[config.mk]
export PLATFORM = sky130hd
export DESIGN_NAME = rsc_reset_ctrl
export DESIGN_NICKNAME = d
export VERILOG_FILES = /design/src/rsc_pkg.sv /design/src/rsc_reset_ctrl.sv
export VERILOG_INCLUDE_DIRS = /design/src /design/src/src
export SDC_FILE = /design/constraint.sdc
export NUM_CORES = 1
export LEC_CHECK = 0
export ABC_AREA = 1
export BUFFER_PORTS_ARGS = -buffer_cell sky130_fd_sc_hd__buf_2
export CAP_MARGIN = 30
export CORE_MARGIN = 5
export CORE_UTILIZATION = 55
export CTS_CLUSTER_DIAMETER = 30
export DETAILED_ROUTE_END_ITERATION = 16
export MAX_ROUTING_LAYER = met4
export PLACE_DENSITY = 0.84
export SYNTH_ARGS = -nofsm -noshare
export SYNTH_HDL_FRONTEND = slang
export SYNTH_SLANG_ARGS = --single-unit
[constraint.sdc]
create_clock -name pclk -period 2.2 [get_ports pclk]
set_input_delay 0.44 -clock pclk [delete_from_list [all_inputs] [get_ports pclk]]
set_output_delay 0.44 -clock pclk [all_outputs]
set_load 0.05 [all_outputs]
[src/rsc_map.svh]
`ifndef RSC_MAP_SVH
`define RSC_MAP_SVH
// Overview of operation
// - pin key 55h port pin, AAh reset input
// - other pin key resets after 2-3 ticks
// - resets restore pin key, except warm timeout
// - pin key reset flag: hardware sets, software clears
// - flag bits six to four read zero
// - qualified low supply resets, sets flag
// - short low supply is ignored
// - low supply reset after 2-3 ticks
// - low supply watch off in sleep/idle
// - 5Ah enables threshold, A5h disables it
// - bad low supply key resets, restores key
// - genuine low supply keeps select key
// - low supply flag set, software clears
// - bad select key sets error flag
// - normal timeout resets, sets timeout flag
// - sleep timeout clears pc/sp, sets timeout
// - flag effects per reset kind
// - power-on initialisation of core state
// - watchdog key error sets its flag

// ------------------------------------------------------------
// register byte addresses
// ------------------------------------------------------------
`define RSC_ADDR_PIN_SEL    12'h000
`define RSC_ADDR_FLAGS      12'h004
`define RSC_ADDR_LV_SEL     12'h008
`define RSC_ADDR_STATUS     12'h00c

// ------------------------------------------------------------
// keys, reset values and field positions
// ------------------------------------------------------------
`define RSC_PIN_KEY_PORT    8'h55
`define RSC_PIN_KEY_RESET   8'haa
`define RSC_LV_KEY_ON       8'h5a
`define RSC_LV_KEY_OFF      8'ha5
`define RSC_FLAG_IDLE_KEEP  7
`define RSC_FLAG_PIN        3
`define RSC_FLAG_LOWSUP     2
`define RSC_FLAG_LVERR      1
`define RSC_FLAG_WDERR      0
`define RSC_STAT_TIMEOUT    0
`define RSC_STAT_PWRDOWN    1
`define RSC_STAT_CHIPRST    2

// ------------------------------------------------------------
// timing
// ------------------------------------------------------------
`define RSC_CLK_PERIOD_NS       10
`define RSC_SLOW_OSC_PERIOD_NS  31250
`define RSC_SLOW_OSC_CYCLES     (`RSC_SLOW_OSC_PERIOD_NS / `RSC_CLK_PERIOD_NS)
`define RSC_DEBOUNCE_TICKS      2
`define RSC_LV_QUAL_US          100
`define RSC_LV_QUAL_CYCLES      ((`RSC_LV_QUAL_US * 1000) / `RSC_CLK_PERIOD_NS)
`define RSC_RESET_HOLD_CYCLES   8

`endif

[src/rsc_pkg.sv]
package rsc_pkg;

  // ------------------------------------------------------------
  // sequencer states and reset causes
  // ------------------------------------------------------------
  typedef enum logic [2:0] {
    ST_RUN      = 3'b001,
    ST_DEBOUNCE = 3'b010,
    ST_RESET    = 3'b100
  } rsc_state_e;

  typedef enum logic [2:0] {
    CAUSE_NONE       = 3'h0,
    CAUSE_PIN_KEY    = 3'h1,
    CAUSE_LV_KEY     = 3'h2,
    CAUSE_LOW_SUPPLY = 3'h3,
    CAUSE_WDT        = 3'h4,
    CAUSE_WDT_KEY    = 3'h5,
    CAUSE_EXT_PIN    = 3'h6
  } rsc_cause_e;

  // ------------------------------------------------------------
  // complete block state
  // ------------------------------------------------------------
  typedef struct packed {
    rsc_state_e  state;
    rsc_cause_e  cause;
    logic [7:0]  pin_key;
    logic [7:0]  lv_key;
    logic        idle_keep;
    logic        pin_flag;
    logic        lowsup_flag;
    logic        lverr_flag;
    logic        wderr_flag;
    logic        timeout_flag;
    logic        power_down_flag;
    logic [11:0] tick_cnt;
    logic        slow_tick;
    logic [1:0]  deb_cnt;
    logic [15:0] qual_cnt;
    logic [3:0]  hold_cnt;
    logic        chip_reset;
    logic        pc_sp_clear;
    logic        por_init;
    logic [31:0] prdata;
  } rsc_regs_s;

endpackage

[src/rsc_reset_ctrl.sv]
`timescale 1ns/1ps
`include "rsc_map.svh"

module rsc_reset_ctrl #(
  parameter int unsigned LV_QUAL_CYCLES = `RSC_LV_QUAL_CYCLES
) (
  input  wire logic        pclk,
  input  wire logic        presetn,
  input  wire logic        psel,
  input  wire logic        penable,
  input  wire logic        pwrite,
  input  wire logic [11:0] paddr,
  input  wire logic [31:0] pwdata,
  output logic [31:0]      prdata,
  output logic             pready,
  output logic             pslverr,
  input  wire logic        shared_pin_in,
  input  wire logic        low_supply_detect,
  input  wire logic        sleep_idle_mode,
  input  wire logic        watchdog_timeout,
  input  wire logic        watchdog_key_error,
  input  wire logic        halt_enter,
  input  wire logic        watchdog_clear,
  output logic             chip_reset,
  output logic             pc_sp_clear,
  output logic             por_init,
  output logic             pin_is_reset_input,
  output logic             low_voltage_monitor_on,
  output logic             idle_system_clock_keep,
  output logic             timeout_flag,
  output logic             power_down_flag
);

  // ------------------------------------------------------------
  // constants
  // ------------------------------------------------------------
  localparam logic [11:0] TICK_LAST = 12'(`RSC_SLOW_OSC_CYCLES - 1);
  localparam logic [1:0]  DEB_LAST  = 2'(`RSC_DEBOUNCE_TICKS - 1);
  localparam logic [3:0]  HOLD_LAST = 4'(`RSC_RESET_HOLD_CYCLES - 1);
  localparam logic [15:0] QUAL_LIM  = 16'(LV_QUAL_CYCLES);
  localparam int          DEB_MAX   = 3 * `RSC_SLOW_OSC_CYCLES;

  localparam rsc_pkg::rsc_regs_s RESET_VAL = '{
    state:    rsc_pkg::ST_RUN,
    cause:    rsc_pkg::CAUSE_NONE,
    pin_key:  `RSC_PIN_KEY_PORT,
    lv_key:   `RSC_LV_KEY_ON,
    por_init: 1'b1,
    default:  '0
  };

  // ------------------------------------------------------------
  // helper functions
  // ------------------------------------------------------------
  // a keyed register is good only when it holds one of its two keys
  function automatic logic key_ok(input logic [7:0] key,
                                  input logic [7:0] key_a,
                                  input logic [7:0] key_b);
    key_ok = (key == key_a) || (key == key_b);
  endfunction

  function automatic logic addr_mapped(input logic [11:0] a);
    addr_mapped = (a == `RSC_ADDR_PIN_SEL) || (a == `RSC_ADDR_FLAGS) ||
                  (a == `RSC_ADDR_LV_SEL) || (a == `RSC_ADDR_STATUS);
  endfunction

  function automatic logic [31:0] read_word(input rsc_pkg::rsc_regs_s s,
                                            input logic [11:0]        a);
    read_word = 32'h0000_0000;
    unique case (a)
      `RSC_ADDR_PIN_SEL: read_word[7:0] = s.pin_key;
      `RSC_ADDR_LV_SEL:  read_word[7:0] = s.lv_key;
      `RSC_ADDR_FLAGS: begin
        read_word[`RSC_FLAG_IDLE_KEEP] = s.idle_keep;
        read_word[`RSC_FLAG_PIN]       = s.pin_flag;
        read_word[`RSC_FLAG_LOWSUP]    = s.lowsup_flag;
        read_word[`RSC_FLAG_LVERR]     = s.lverr_flag;
        read_word[`RSC_FLAG_WDERR]     = s.wderr_flag; // bits 6..4 stay zero
      end
      `RSC_ADDR_STATUS: begin
        read_word[`RSC_STAT_TIMEOUT] = s.timeout_flag;
        read_word[`RSC_STAT_PWRDOWN] = s.power_down_flag;
        read_word[`RSC_STAT_CHIPRST] = s.chip_reset;
        read_word[6:4]               = s.cause;
      end
      default: read_word = 32'h0000_0000;
    endcase
  endfunction

  // effects applied on the edge the chip reset starts
  function automatic rsc_pkg::rsc_regs_s enter_reset(input rsc_pkg::rsc_regs_s s,
                                                     input rsc_pkg::rsc_cause_e c);
    enter_reset            = s;
    enter_reset.state      = rsc_pkg::ST_RESET;
    enter_reset.cause      = c;
    enter_reset.hold_cnt   = 4'h0;
    enter_reset.chip_reset = 1'b1;
    enter_reset.pin_key    = `RSC_PIN_KEY_PORT;
    if (c != rsc_pkg::CAUSE_LOW_SUPPLY) begin
      enter_reset.lv_key = `RSC_LV_KEY_ON;
    end
    if (c == rsc_pkg::CAUSE_PIN_KEY) begin
      enter_reset.pin_flag = 1'b1;
    end
    if (c == rsc_pkg::CAUSE_LOW_SUPPLY) begin
      enter_reset.lowsup_flag = 1'b1;
    end
    if (c == rsc_pkg::CAUSE_WDT) begin
      enter_reset.timeout_flag = 1'b1;
    end
  endfunction

  // ------------------------------------------------------------
  // state
  // ------------------------------------------------------------
  rsc_pkg::rsc_regs_s r;
  rsc_pkg::rsc_regs_s next_r;

  logic pin_bad;
  logic lv_bad;
  logic ext_low;
  logic lv_active;
  logic lv_qualified;
  logic wr_en;
  logic rd_setup;

  // key decode and low supply qualification terms
  assign pin_bad   = !key_ok(r.pin_key, `RSC_PIN_KEY_PORT, `RSC_PIN_KEY_RESET);
  assign lv_bad    = !key_ok(r.lv_key, `RSC_LV_KEY_ON, `RSC_LV_KEY_OFF);
  assign ext_low   = (r.pin_key == `RSC_PIN_KEY_RESET) && !shared_pin_in;
  assign lv_active = (r.lv_key == `RSC_LV_KEY_ON) && !sleep_idle_mode
                     && (r.state == rsc_pkg::ST_RUN);
  assign lv_qualified = lv_active && low_supply_detect && (r.qual_cnt >= QUAL_LIM);
  assign wr_en     = psel && penable && pwrite && addr_mapped(paddr)
                     && (r.state != rsc_pkg::ST_RESET);
  assign rd_setup  = psel && !penable && !pwrite;

  // ------------------------------------------------------------
  // next state
  // ------------------------------------------------------------
  always_comb begin
    next_r             = r;
    next_r.slow_tick   = 1'b0;
    next_r.pc_sp_clear = 1'b0;
    next_r.por_init    = 1'b0;

    // slow oscillator tick divider
    if (r.tick_cnt == TICK_LAST) begin
      next_r.tick_cnt  = 12'h000;
      next_r.slow_tick = 1'b1;
    end else begin
      next_r.tick_cnt = r.tick_cnt + 12'h001;
    end

    // register writes; flags other than idle keep can only be cleared by software
    if (wr_en) begin
      unique case (paddr)
        `RSC_ADDR_PIN_SEL: next_r.pin_key = pwdata[7:0];
        `RSC_ADDR_LV_SEL:  next_r.lv_key  = pwdata[7:0];
        `RSC_ADDR_FLAGS: begin
          next_r.idle_keep   = pwdata[`RSC_FLAG_IDLE_KEEP];
          next_r.pin_flag    = r.pin_flag & pwdata[`RSC_FLAG_PIN];
          next_r.lowsup_flag = r.lowsup_flag & pwdata[`RSC_FLAG_LOWSUP];
          next_r.lverr_flag  = r.lverr_flag & pwdata[`RSC_FLAG_LVERR];
          next_r.wderr_flag  = r.wderr_flag & pwdata[`RSC_FLAG_WDERR];
        end
        default: next_r.pin_key = r.pin_key;
      endcase
    end

    // read data captured in the setup phase
    if (rd_setup) begin
      next_r.prdata = addr_mapped(paddr) ? read_word(r, paddr) : 32'h0000_0000;
    end

    // hardware sets after the software clear, so a set wins
    if (lv_bad) begin
      next_r.lverr_flag = 1'b1;
    end
    if (watchdog_key_error) begin
      next_r.wderr_flag = 1'b1;
    end

    // power-down and timeout flags from core events
    if (watchdog_clear) begin
      next_r.timeout_flag    = 1'b0;
      next_r.power_down_flag = 1'b0;
    end
    if (halt_enter) begin
      next_r.power_down_flag = 1'b1;
    end

    // low supply must persist beyond the qualify time
    if (lv_active && low_supply_detect) begin
      if (r.qual_cnt != 16'hffff) begin
        next_r.qual_cnt = r.qual_cnt + 16'h0001;
      end
    end else begin
      next_r.qual_cnt = 16'h0000;
    end

    // warm timeout in sleep or idle: only pc and sp cleared
    if (watchdog_timeout && sleep_idle_mode && (r.state == rsc_pkg::ST_RUN)) begin
      next_r.pc_sp_clear     = 1'b1;
      next_r.timeout_flag    = 1'b1;
      next_r.power_down_flag = 1'b1;
    end

    // reset sequencer
    unique case (r.state)
      rsc_pkg::ST_RUN: begin
        if (ext_low) begin
          next_r = enter_reset(next_r, rsc_pkg::CAUSE_EXT_PIN);
        end else if (pin_bad) begin
          next_r.state   = rsc_pkg::ST_DEBOUNCE;
          next_r.cause   = rsc_pkg::CAUSE_PIN_KEY;
          next_r.deb_cnt = 2'h0;
        end else if (lv_bad) begin
          next_r.state   = rsc_pkg::ST_DEBOUNCE;
          next_r.cause   = rsc_pkg::CAUSE_LV_KEY;
          next_r.deb_cnt = 2'h0;
        end else if (watchdog_key_error) begin
          next_r.state   = rsc_pkg::ST_DEBOUNCE;
          next_r.cause   = rsc_pkg::CAUSE_WDT_KEY;
          next_r.deb_cnt = 2'h0;
        end else if (watchdog_timeout && !sleep_idle_mode) begin
          next_r.state   = rsc_pkg::ST_DEBOUNCE;
          next_r.cause   = rsc_pkg::CAUSE_WDT;
          next_r.deb_cnt = 2'h0;
        end else if (lv_qualified) begin
          next_r.state   = rsc_pkg::ST_DEBOUNCE;
          next_r.cause   = rsc_pkg::CAUSE_LOW_SUPPLY;
          next_r.deb_cnt = 2'h0;
        end
      end
      rsc_pkg::ST_DEBOUNCE: begin
        // reset lands on the second slow tick, before the third
        if (r.slow_tick) begin
          if (r.deb_cnt == DEB_LAST) begin
            next_r = enter_reset(next_r, r.cause);
          end else begin
            next_r.deb_cnt = r.deb_cnt + 2'h1;
          end
        end
      end
      rsc_pkg::ST_RESET: begin
        // hold chip reset for a fixed eight cycles; the pin key is back at port, so a low pin does not extend it
        if (r.hold_cnt != HOLD_LAST) begin
          next_r.hold_cnt = r.hold_cnt + 4'h1;
        end else if (!ext_low) begin
          next_r.state      = rsc_pkg::ST_RUN;
          next_r.chip_reset = 1'b0;
        end
      end
      default: next_r = RESET_VAL;
    endcase
  end

  // ------------------------------------------------------------
  // state register; power-on values come from the async reset
  // ------------------------------------------------------------
  always_ff @(posedge pclk or negedge presetn) begin
    if (!presetn) begin
      r <= RESET_VAL;
    end else begin
      r <= next_r;
    end
  end

  // ------------------------------------------------------------
  // outputs
  // ------------------------------------------------------------
  assign prdata                 = r.prdata;
  assign pready                 = 1'b1;
  assign pslverr                = psel && penable && !addr_mapped(paddr);
  assign chip_reset             = r.chip_reset;
  assign pc_sp_clear            = r.pc_sp_clear;
  assign por_init               = r.por_init;
  assign pin_is_reset_input     = (r.pin_key == `RSC_PIN_KEY_RESET);
  assign low_voltage_monitor_on = lv_active;
  assign idle_system_clock_keep = r.idle_keep;
  assign timeout_flag           = r.timeout_flag;
  assign power_down_flag        = r.power_down_flag;

  // cycles spent waiting in debounce
  int unsigned deb_wait;
  always_ff @(posedge pclk or negedge presetn) begin
    if (!presetn) begin
      deb_wait <= 0;
    end else if (r.state == rsc_pkg::ST_DEBOUNCE) begin
      deb_wait <= deb_wait + 1;
    end else begin
      deb_wait <= 0;
    end
  end
endmodule

==> results of run 1 <==
cell usage in the layout, fill, tap and decap left out, types with 3 or more instances in the layout:
master,instances
o211ai_1,6
nor2_2,4
a21oi_1,23
nand2_1,162
conb_1,25
nor3_1,15
dfrtp_1,65
ha_1,6
clkbuf_8,13
nand2_2,8
buf_4,5
xor2_1,6
inv_1,91
nor2_1,69
nand3_1,50
nor2_4,6
nand3_2,3
nand4_1,13
o21ai_0,29
or2_2,4
inv_2,6
a31oi_1,5
buf_2,48
o21ai_1,3
dfstp_2,10
Yosys cell counts (3+ instances only):
master,n,area share
a21oi_1,23,0.024
a31oi_1,5,0.0067
buf_4,35,0.056
dfrtp_1,65,0.35
dfstp_2,10,0.056
ha_1,6,0.016
inv_1,91,0.073
inv_2,6,0.0048
nand2_1,162,0.13
nand2_2,8,0.011
nand3_1,50,0.053
nand3_2,3,0.0064
nand4_1,13,0.017
nor2_1,71,0.057
nor2_4,6,0.014
nor3_1,15,0.016
o211ai_1,6,0.0096
o21ai_0,29,0.031
o21ai_1,3,0.0032
or2_2,4,0.0053
xor2_1,6,0.011
area by class of cell:
type                            instances  area, sq um
Clock buffer                           13          179
Multi-Input combinational cell        458         2250
Fill cell                             722         3060
Inverter                               97          364
Timing Repair Buffer                   55          318
Sequential cell                        75         1890
Clock inverter                          3         67.6
Tap cell                              105          131
worst max path at each step:
stage,from,endpoint,depth (start not counted)
3_5_place_dp,penable,r[75],8
6_report,r[81],low_voltage_monitor_on,5
2_1_floorplan,paddr[0],pslverr,7
3_3_place_gp,penable,r[75],8
4_1_cts,r[83],low_voltage_monitor_on,5
5_1_grt,r[84],low_voltage_monitor_on,6
state kept, by name, summed over array words and instances, names as in the netlist:
name	cells
chip_reset	1
idle_system_clock_keep	1
pc_sp_clear	1
por_init	1
power_down_flag	1
prdata	8
r	61
timeout_flag	1
routing by layer:
layer / part of all wire / up-vias
met5: 0 / -
met4: 0.023 / 0
met3: 0.066 / 27
met2: 0.49 / 136
met1: 0.42 / 1928
li1: - / 2096
cell families after synthesis:
group | Yosys count
AOI/OAI and AO/OA | 75
xor gates and xnor gates | 7
adders and majority gates | 6
buffers and inverters | 136
DFF | 75
other | 2
and+or+nand+nor | 345
worst max-delay path, stage by stage (launching register included):
cell     delay (ns)
dfstp_2        0.55
nand2_1        0.05
nor2_1         0.10
nand2_1        0.15
nor2_1         0.14
buf_2          0.28
repair_timing:
item,4_1_cts,5_1_grt
hold buffers,0,0
endpoints found under the setup margin,0,2
setup buffers,0,0
resized for setup,0,1
power breakdown:
part           switching, mW  internal [mW]  total (mW)
clock                  0.509          0.763        1.27
sequential             0.114           1.58        1.70
combinational           1.09          0.399        1.49
stage by stage:
step	instance area [sq um]	setup slack, ns	utilization	power (mW)	cells
3_3_place_gp	4950	0.194	0.599	3.16	790
3_5_place_dp	4950	0.158	0.599	3.19	790
2_1_floorplan	4790	0.206	-	2.82	669
6_report	5200	0.144	0.629	4.46	806
4_1_cts	5190	0.156	0.629	4.47	806
5_1_grt	5200	0.0513	0.629	4.72	806
==> flow_summary.json, run 1 <==
{
  "maxSlewHeadroom": 0.604,
  "maxCapViolCount": 0,
  "cp_max_fo": 4,
  "synth_compound_area_frac": 0.0897,
  "required_ns": 1.76,
  "clk_pin_slew_worst_paths_ns": 0.08,
  "cts_htree_levels": 3,
  "fmax_mhz": 486,
  "hold_slack_ns": 0.0689,
  "syn_area_sq_um": 4700,
  "dr.pass1.iters": 5,
  "cts_made_buffers": 9,
  "ff2ff_path_depth": 7,
  "synth_ff_type": "dfrtp_1",
  "ys_seq_area_frac": 0.402,
  "globalRouteOverflowTotal": 0,
  "met2_usage": 0.368,
  "dp_hpwl_mm": 8.56,
  "areaGrowthSynthToFinish_pct": 10.5,
  "status": "complete, no violations",
  "ys_types": 40,
  "met3_usage": 0.0355,
  "port_buffers": 48,
  "hold_viol": 0,
  "top_usage_layer": "met2",
  "arrival_ns": 1.62,
  "synth-xor-area-share": 0.0130,
  "synth_cells": 646,
  "period_share": 0.935,
  "holdCritPathClass": "input pin to async pin",
  "peakVddDrop_mv": 0.624,
  "end_kind": "primary output",
  "grt_pass1_vias": 4112,
  "clock_path_buffers": 2,
  "rr_startpoint": "r[81]",
  "antenna_found_initial": 0,
  "period_needed_ns": 2.06,
  "antennaDiodeCount": 0,
  "synth_top_family_by_area": "simple AND/OR/NAND/NOR gates",
  "viasPerCell": 5.19,
  "reg2reg_to": "r[41]",
  "report.final.slew_viol_count": 0,
  "nets": 758,
  "clockRootBuffer": "clkbuf_8",
  "grt_max_degree": 29,
  "synth_fa_ha_area_frac": 0.0160,
  "num_vias": 4187,
  "synth_edf_count": 0,
  "synthSimpleGateAreaFrac": 0.338,
  "grt_use_total": 0.225,
  "num_io_pins": 98,
  "drtIter0Drc": 318,
  "die_y_um": 102,
  "tightest_slew_ns": 0.593,
  "place_congestion": 0.955,
  "cts_tree": "done",
  "clkSinkCount": 75,
  "async_flop_share": 1.00,
  "initial_utilization": 0.569,
  "synthMuxAreaShare": 0,
  "yosys_warnings": 0,
  "wirelength_mm": 10.8,
  "wire_per_inst_um": 13.4,
  "fp.coreArea_sq_um": 8260,
  "die_w_um": 102,
  "critPathLaunchType": "flop",
  "r2r_setup_slack_ns": 0.36,
  "pwr_density_cell_nw_per_um2": 858,
  "drt_drc_violations_left": 0,
  "p_leak_nw": 2.70,
  "grt_pass1_wl_mm": 18.2,
  "finalClockSkew_ns": 0.00783,
  "clock_latency_ns": 0.35,
  "dieArea_sq_um": 10500,
  "worstSetupPathType": "flop to primary output",
  "setup_viol": 0,
  "setup_tns_ns": 0,
  "avgSynthCellArea_sq_um": 7.28,
  "ant_nets": 0,
  "gr-usage-met1": 0.283,
  "drive_gt1_frac": 0.173,
  "rsz0062_at_grt": "false",
  "fp-row-count": 33,
  "synth-seq-cells": 75
}
No activity file was read; power rests on OpenSTA's default activity.
==> run 2: changes to the inputs <==
--- a/config.mk
+++ b/config.mk
@@ -9,6 +9,7 @@
 export ABC_AREA = 1
 export BUFFER_PORTS_ARGS = -buffer_cell sky130_fd_sc_hd__buf_2
 export CAP_MARGIN = 30
+export CORE_ASPECT_RATIO = 0.6
 export CORE_MARGIN = 5
 export CORE_UTILIZATION = 55
 export CTS_CLUSTER_DIAMETER = 30
==> run 2 against run 1 <==
Net effect:
- sequential cell count is the same
- register-to-register slack lost 0.05 ns
- die area grew 0.57%
- final cell count grew 1.1%
- largest power group unchanged
- hold slack gained 0.042 ns
- wire length grew 9.3%
- critical path depth grew 1
- via count grew 3.3%
- first-iteration DRC count grew 76%
- cell area grew 2.0%
- power grew 12%
- combinational power grew 5%
==> flow_summary.json, run 2 (synthesis gave the netlist of run 1 again) <==
{
  "period_needed_ns": 2.09,
  "p_sw_mw": 1.87,
  "fp-row-count": 26,
  "p_leak_nw": 2.75,
  "peakVddDrop_mv": 0.623,
  "fmax_mhz": 477,
  "post_cts.repair.setup_buffers": 0,
  "drive_gt1_frac": 0.174,
  "wire_per_inst_um": 14.5,
  "globalRouteOverflowTotal": 0,
  "clock_latency_ns": 0.34,
  "setup_viol": 0,
  "num_vias": 4324,
  "drtIter0Drc": 559,
  "cts_htree_levels": 3,
  "critPathLaunchType": "flop",
  "cts.repair.resized": 0,
  "power_mw": 4.98,
  "grt_pass1_vias": 3916,
  "die_y_um": 81.6,
  "report.final.slew_viol_count": 0,
  "cts_tree": "done",
  "cts_hold_buf": 0,
  "num_io_pins": 98,
  "seqPwrFrac": 0.344,
  "nets": 760,
  "fp.coreArea_sq_um": 8430,
  "setup_tns_ns": 0,
  "maxSlewHeadroom": 0.658,
  "finalClockSkew_ns": 0.00706,
  "areaGrowthSynthToFinish_pct": 12.7,
  "rsz0062_at_grt": "false",
  "hold_viol": 0,
  "grt_pass1_wl_mm": 19.0,
  "grt_use_total": 0.240,
  "status": "complete, no violations",
  "holdCritPathClass": "input pin to async pin",
  "fin_ws_ns": 0.106,
  "ant_nets": 0,
  "end_kind": "primary output",
  "final_common_cell": "nand2_1",
  "clkPwrFrac": 0.341,
  "clkSinkCount": 75,
  "p_int_mw": 3.10,
  "antenna_found_initial": 0,
  "grt_max_degree": 76,
  "tightest_slew_ns": 0.510,
  "finish.utilization": 0.629,
  "antennaDiodeCount": 0,
  "required_ns": 1.76,
  "dp_hpwl_mm": 9.10,
  "p_comb_frac": 0.316,
  "dr.pass1.iters": 5,
  "num-fill-cells": 712,
  "wirelength_mm": 11.8,
  "layout_common_cells": "nand2_1 (162), inv_1 (91), nor2_1 (70)",
  "p_sw_frac": 0.377,
  "post-place-ws_ns": 0.229,
  "place_congestion": 0.956,
  "arrival_ns": 1.65,
  "drt_drc_violations_left": 0,
  "clock_path_buffers": 2,
  "dieArea_sq_um": 10600,
  "largest_register": "r",
  "pwr_density_cell_nw_per_um2": 939,
  "initial_utilization": 0.558,
  "die_w_um": 129,
  "period_share": 0.952,
  "cp_max_fo": 4,
  "worstSetupPathType": "flop to primary output",
  "maxCapViolCount": 0,
  "viasPerCell": 5.31,
  "largest_reg_flops": 61,
  "cts_made_buffers": 9,
  "clk_pin_slew_worst_paths_ns": 0.06,
  "clockRootBuffer": "clkbuf_16",
  "port_buffers": 48
}
[run 2: cell count changes in the layout (fill, tap and decap cells not counted), sizes merged]
cell	delta
bufinv	+1
clkinv	+3
buf	+2
clkbuf	-4
[run 2: worst paths after layout]
kind / from / end / slack, ns / cells past startpoint
worst max-delay path: r[79] / low_voltage_monitor_on / 0.11 / 6
worst min-delay path: presetn / r[48] / 0.11 / 2
worst max register to register: r[87] / r[84] / 0.31 / 12
worst min register to register: r[56] / r[56] / 0.47 / 2
max in group asynchronous: presetn / r[78] / 1.72 / 2
min in group pclk: halt_enter / power_down_flag / 0.31 / 3
[run 2: metal layers]
metal  share of wire  track usage  vias up
met4           0.011       0.0493        0
met1            0.45        0.334     1983
met2            0.42        0.331      212
li1                -            -     2111
met3            0.12       0.0975       18
met5               0            -        -
[run 2: metrics by stage]
stage	area, sq um	hold WS (ns)	cells
final	5300	0.111	815
after detailed placement	4960	0.459	799
after global routing	5300	0.146	815
after floorplan	4790	0.144	669
after global placement	4960	0.453	799
after CTS	5300	0.141	815
[run 2: final cells by class]
cell class                      instances  area (sq um)  share of cell area
Multi-Input combinational cell        458          2240               0.424
Sequential cell                        75          1890               0.356
Inverter                               97           364              0.0687
Timing Repair Buffer                   57           320              0.0604
Clock buffer                            9           225              0.0425
Tap cell                              112           140              0.0264
Clock inverter                          7           116              0.0220
[run 2: worst max-delay path: stages, from the launching register on]
cell	delay (ns)
dfrtp_1	0.40
inv_1	0.16
nand2_1	0.08
nor2_1	0.09
nand2_1	0.15
nor2_1	0.15
buf_2	0.28
[run 2: power groups by stage]
| stage | registers (mW) | clock network (mW) | logic [mW] |
|---|---|---|---|
| floorplan | 1.78 | 0 | 1.03 |
| global route | 1.73 | 1.80 | 1.73 |
| CTS | 1.71 | 1.72 | 1.54 |
| detailed placement | 1.73 | 0 | 1.53 |
| global placement | 1.72 | 0 | 1.49 |
| finish | 1.71 | 1.70 | 1.57 |
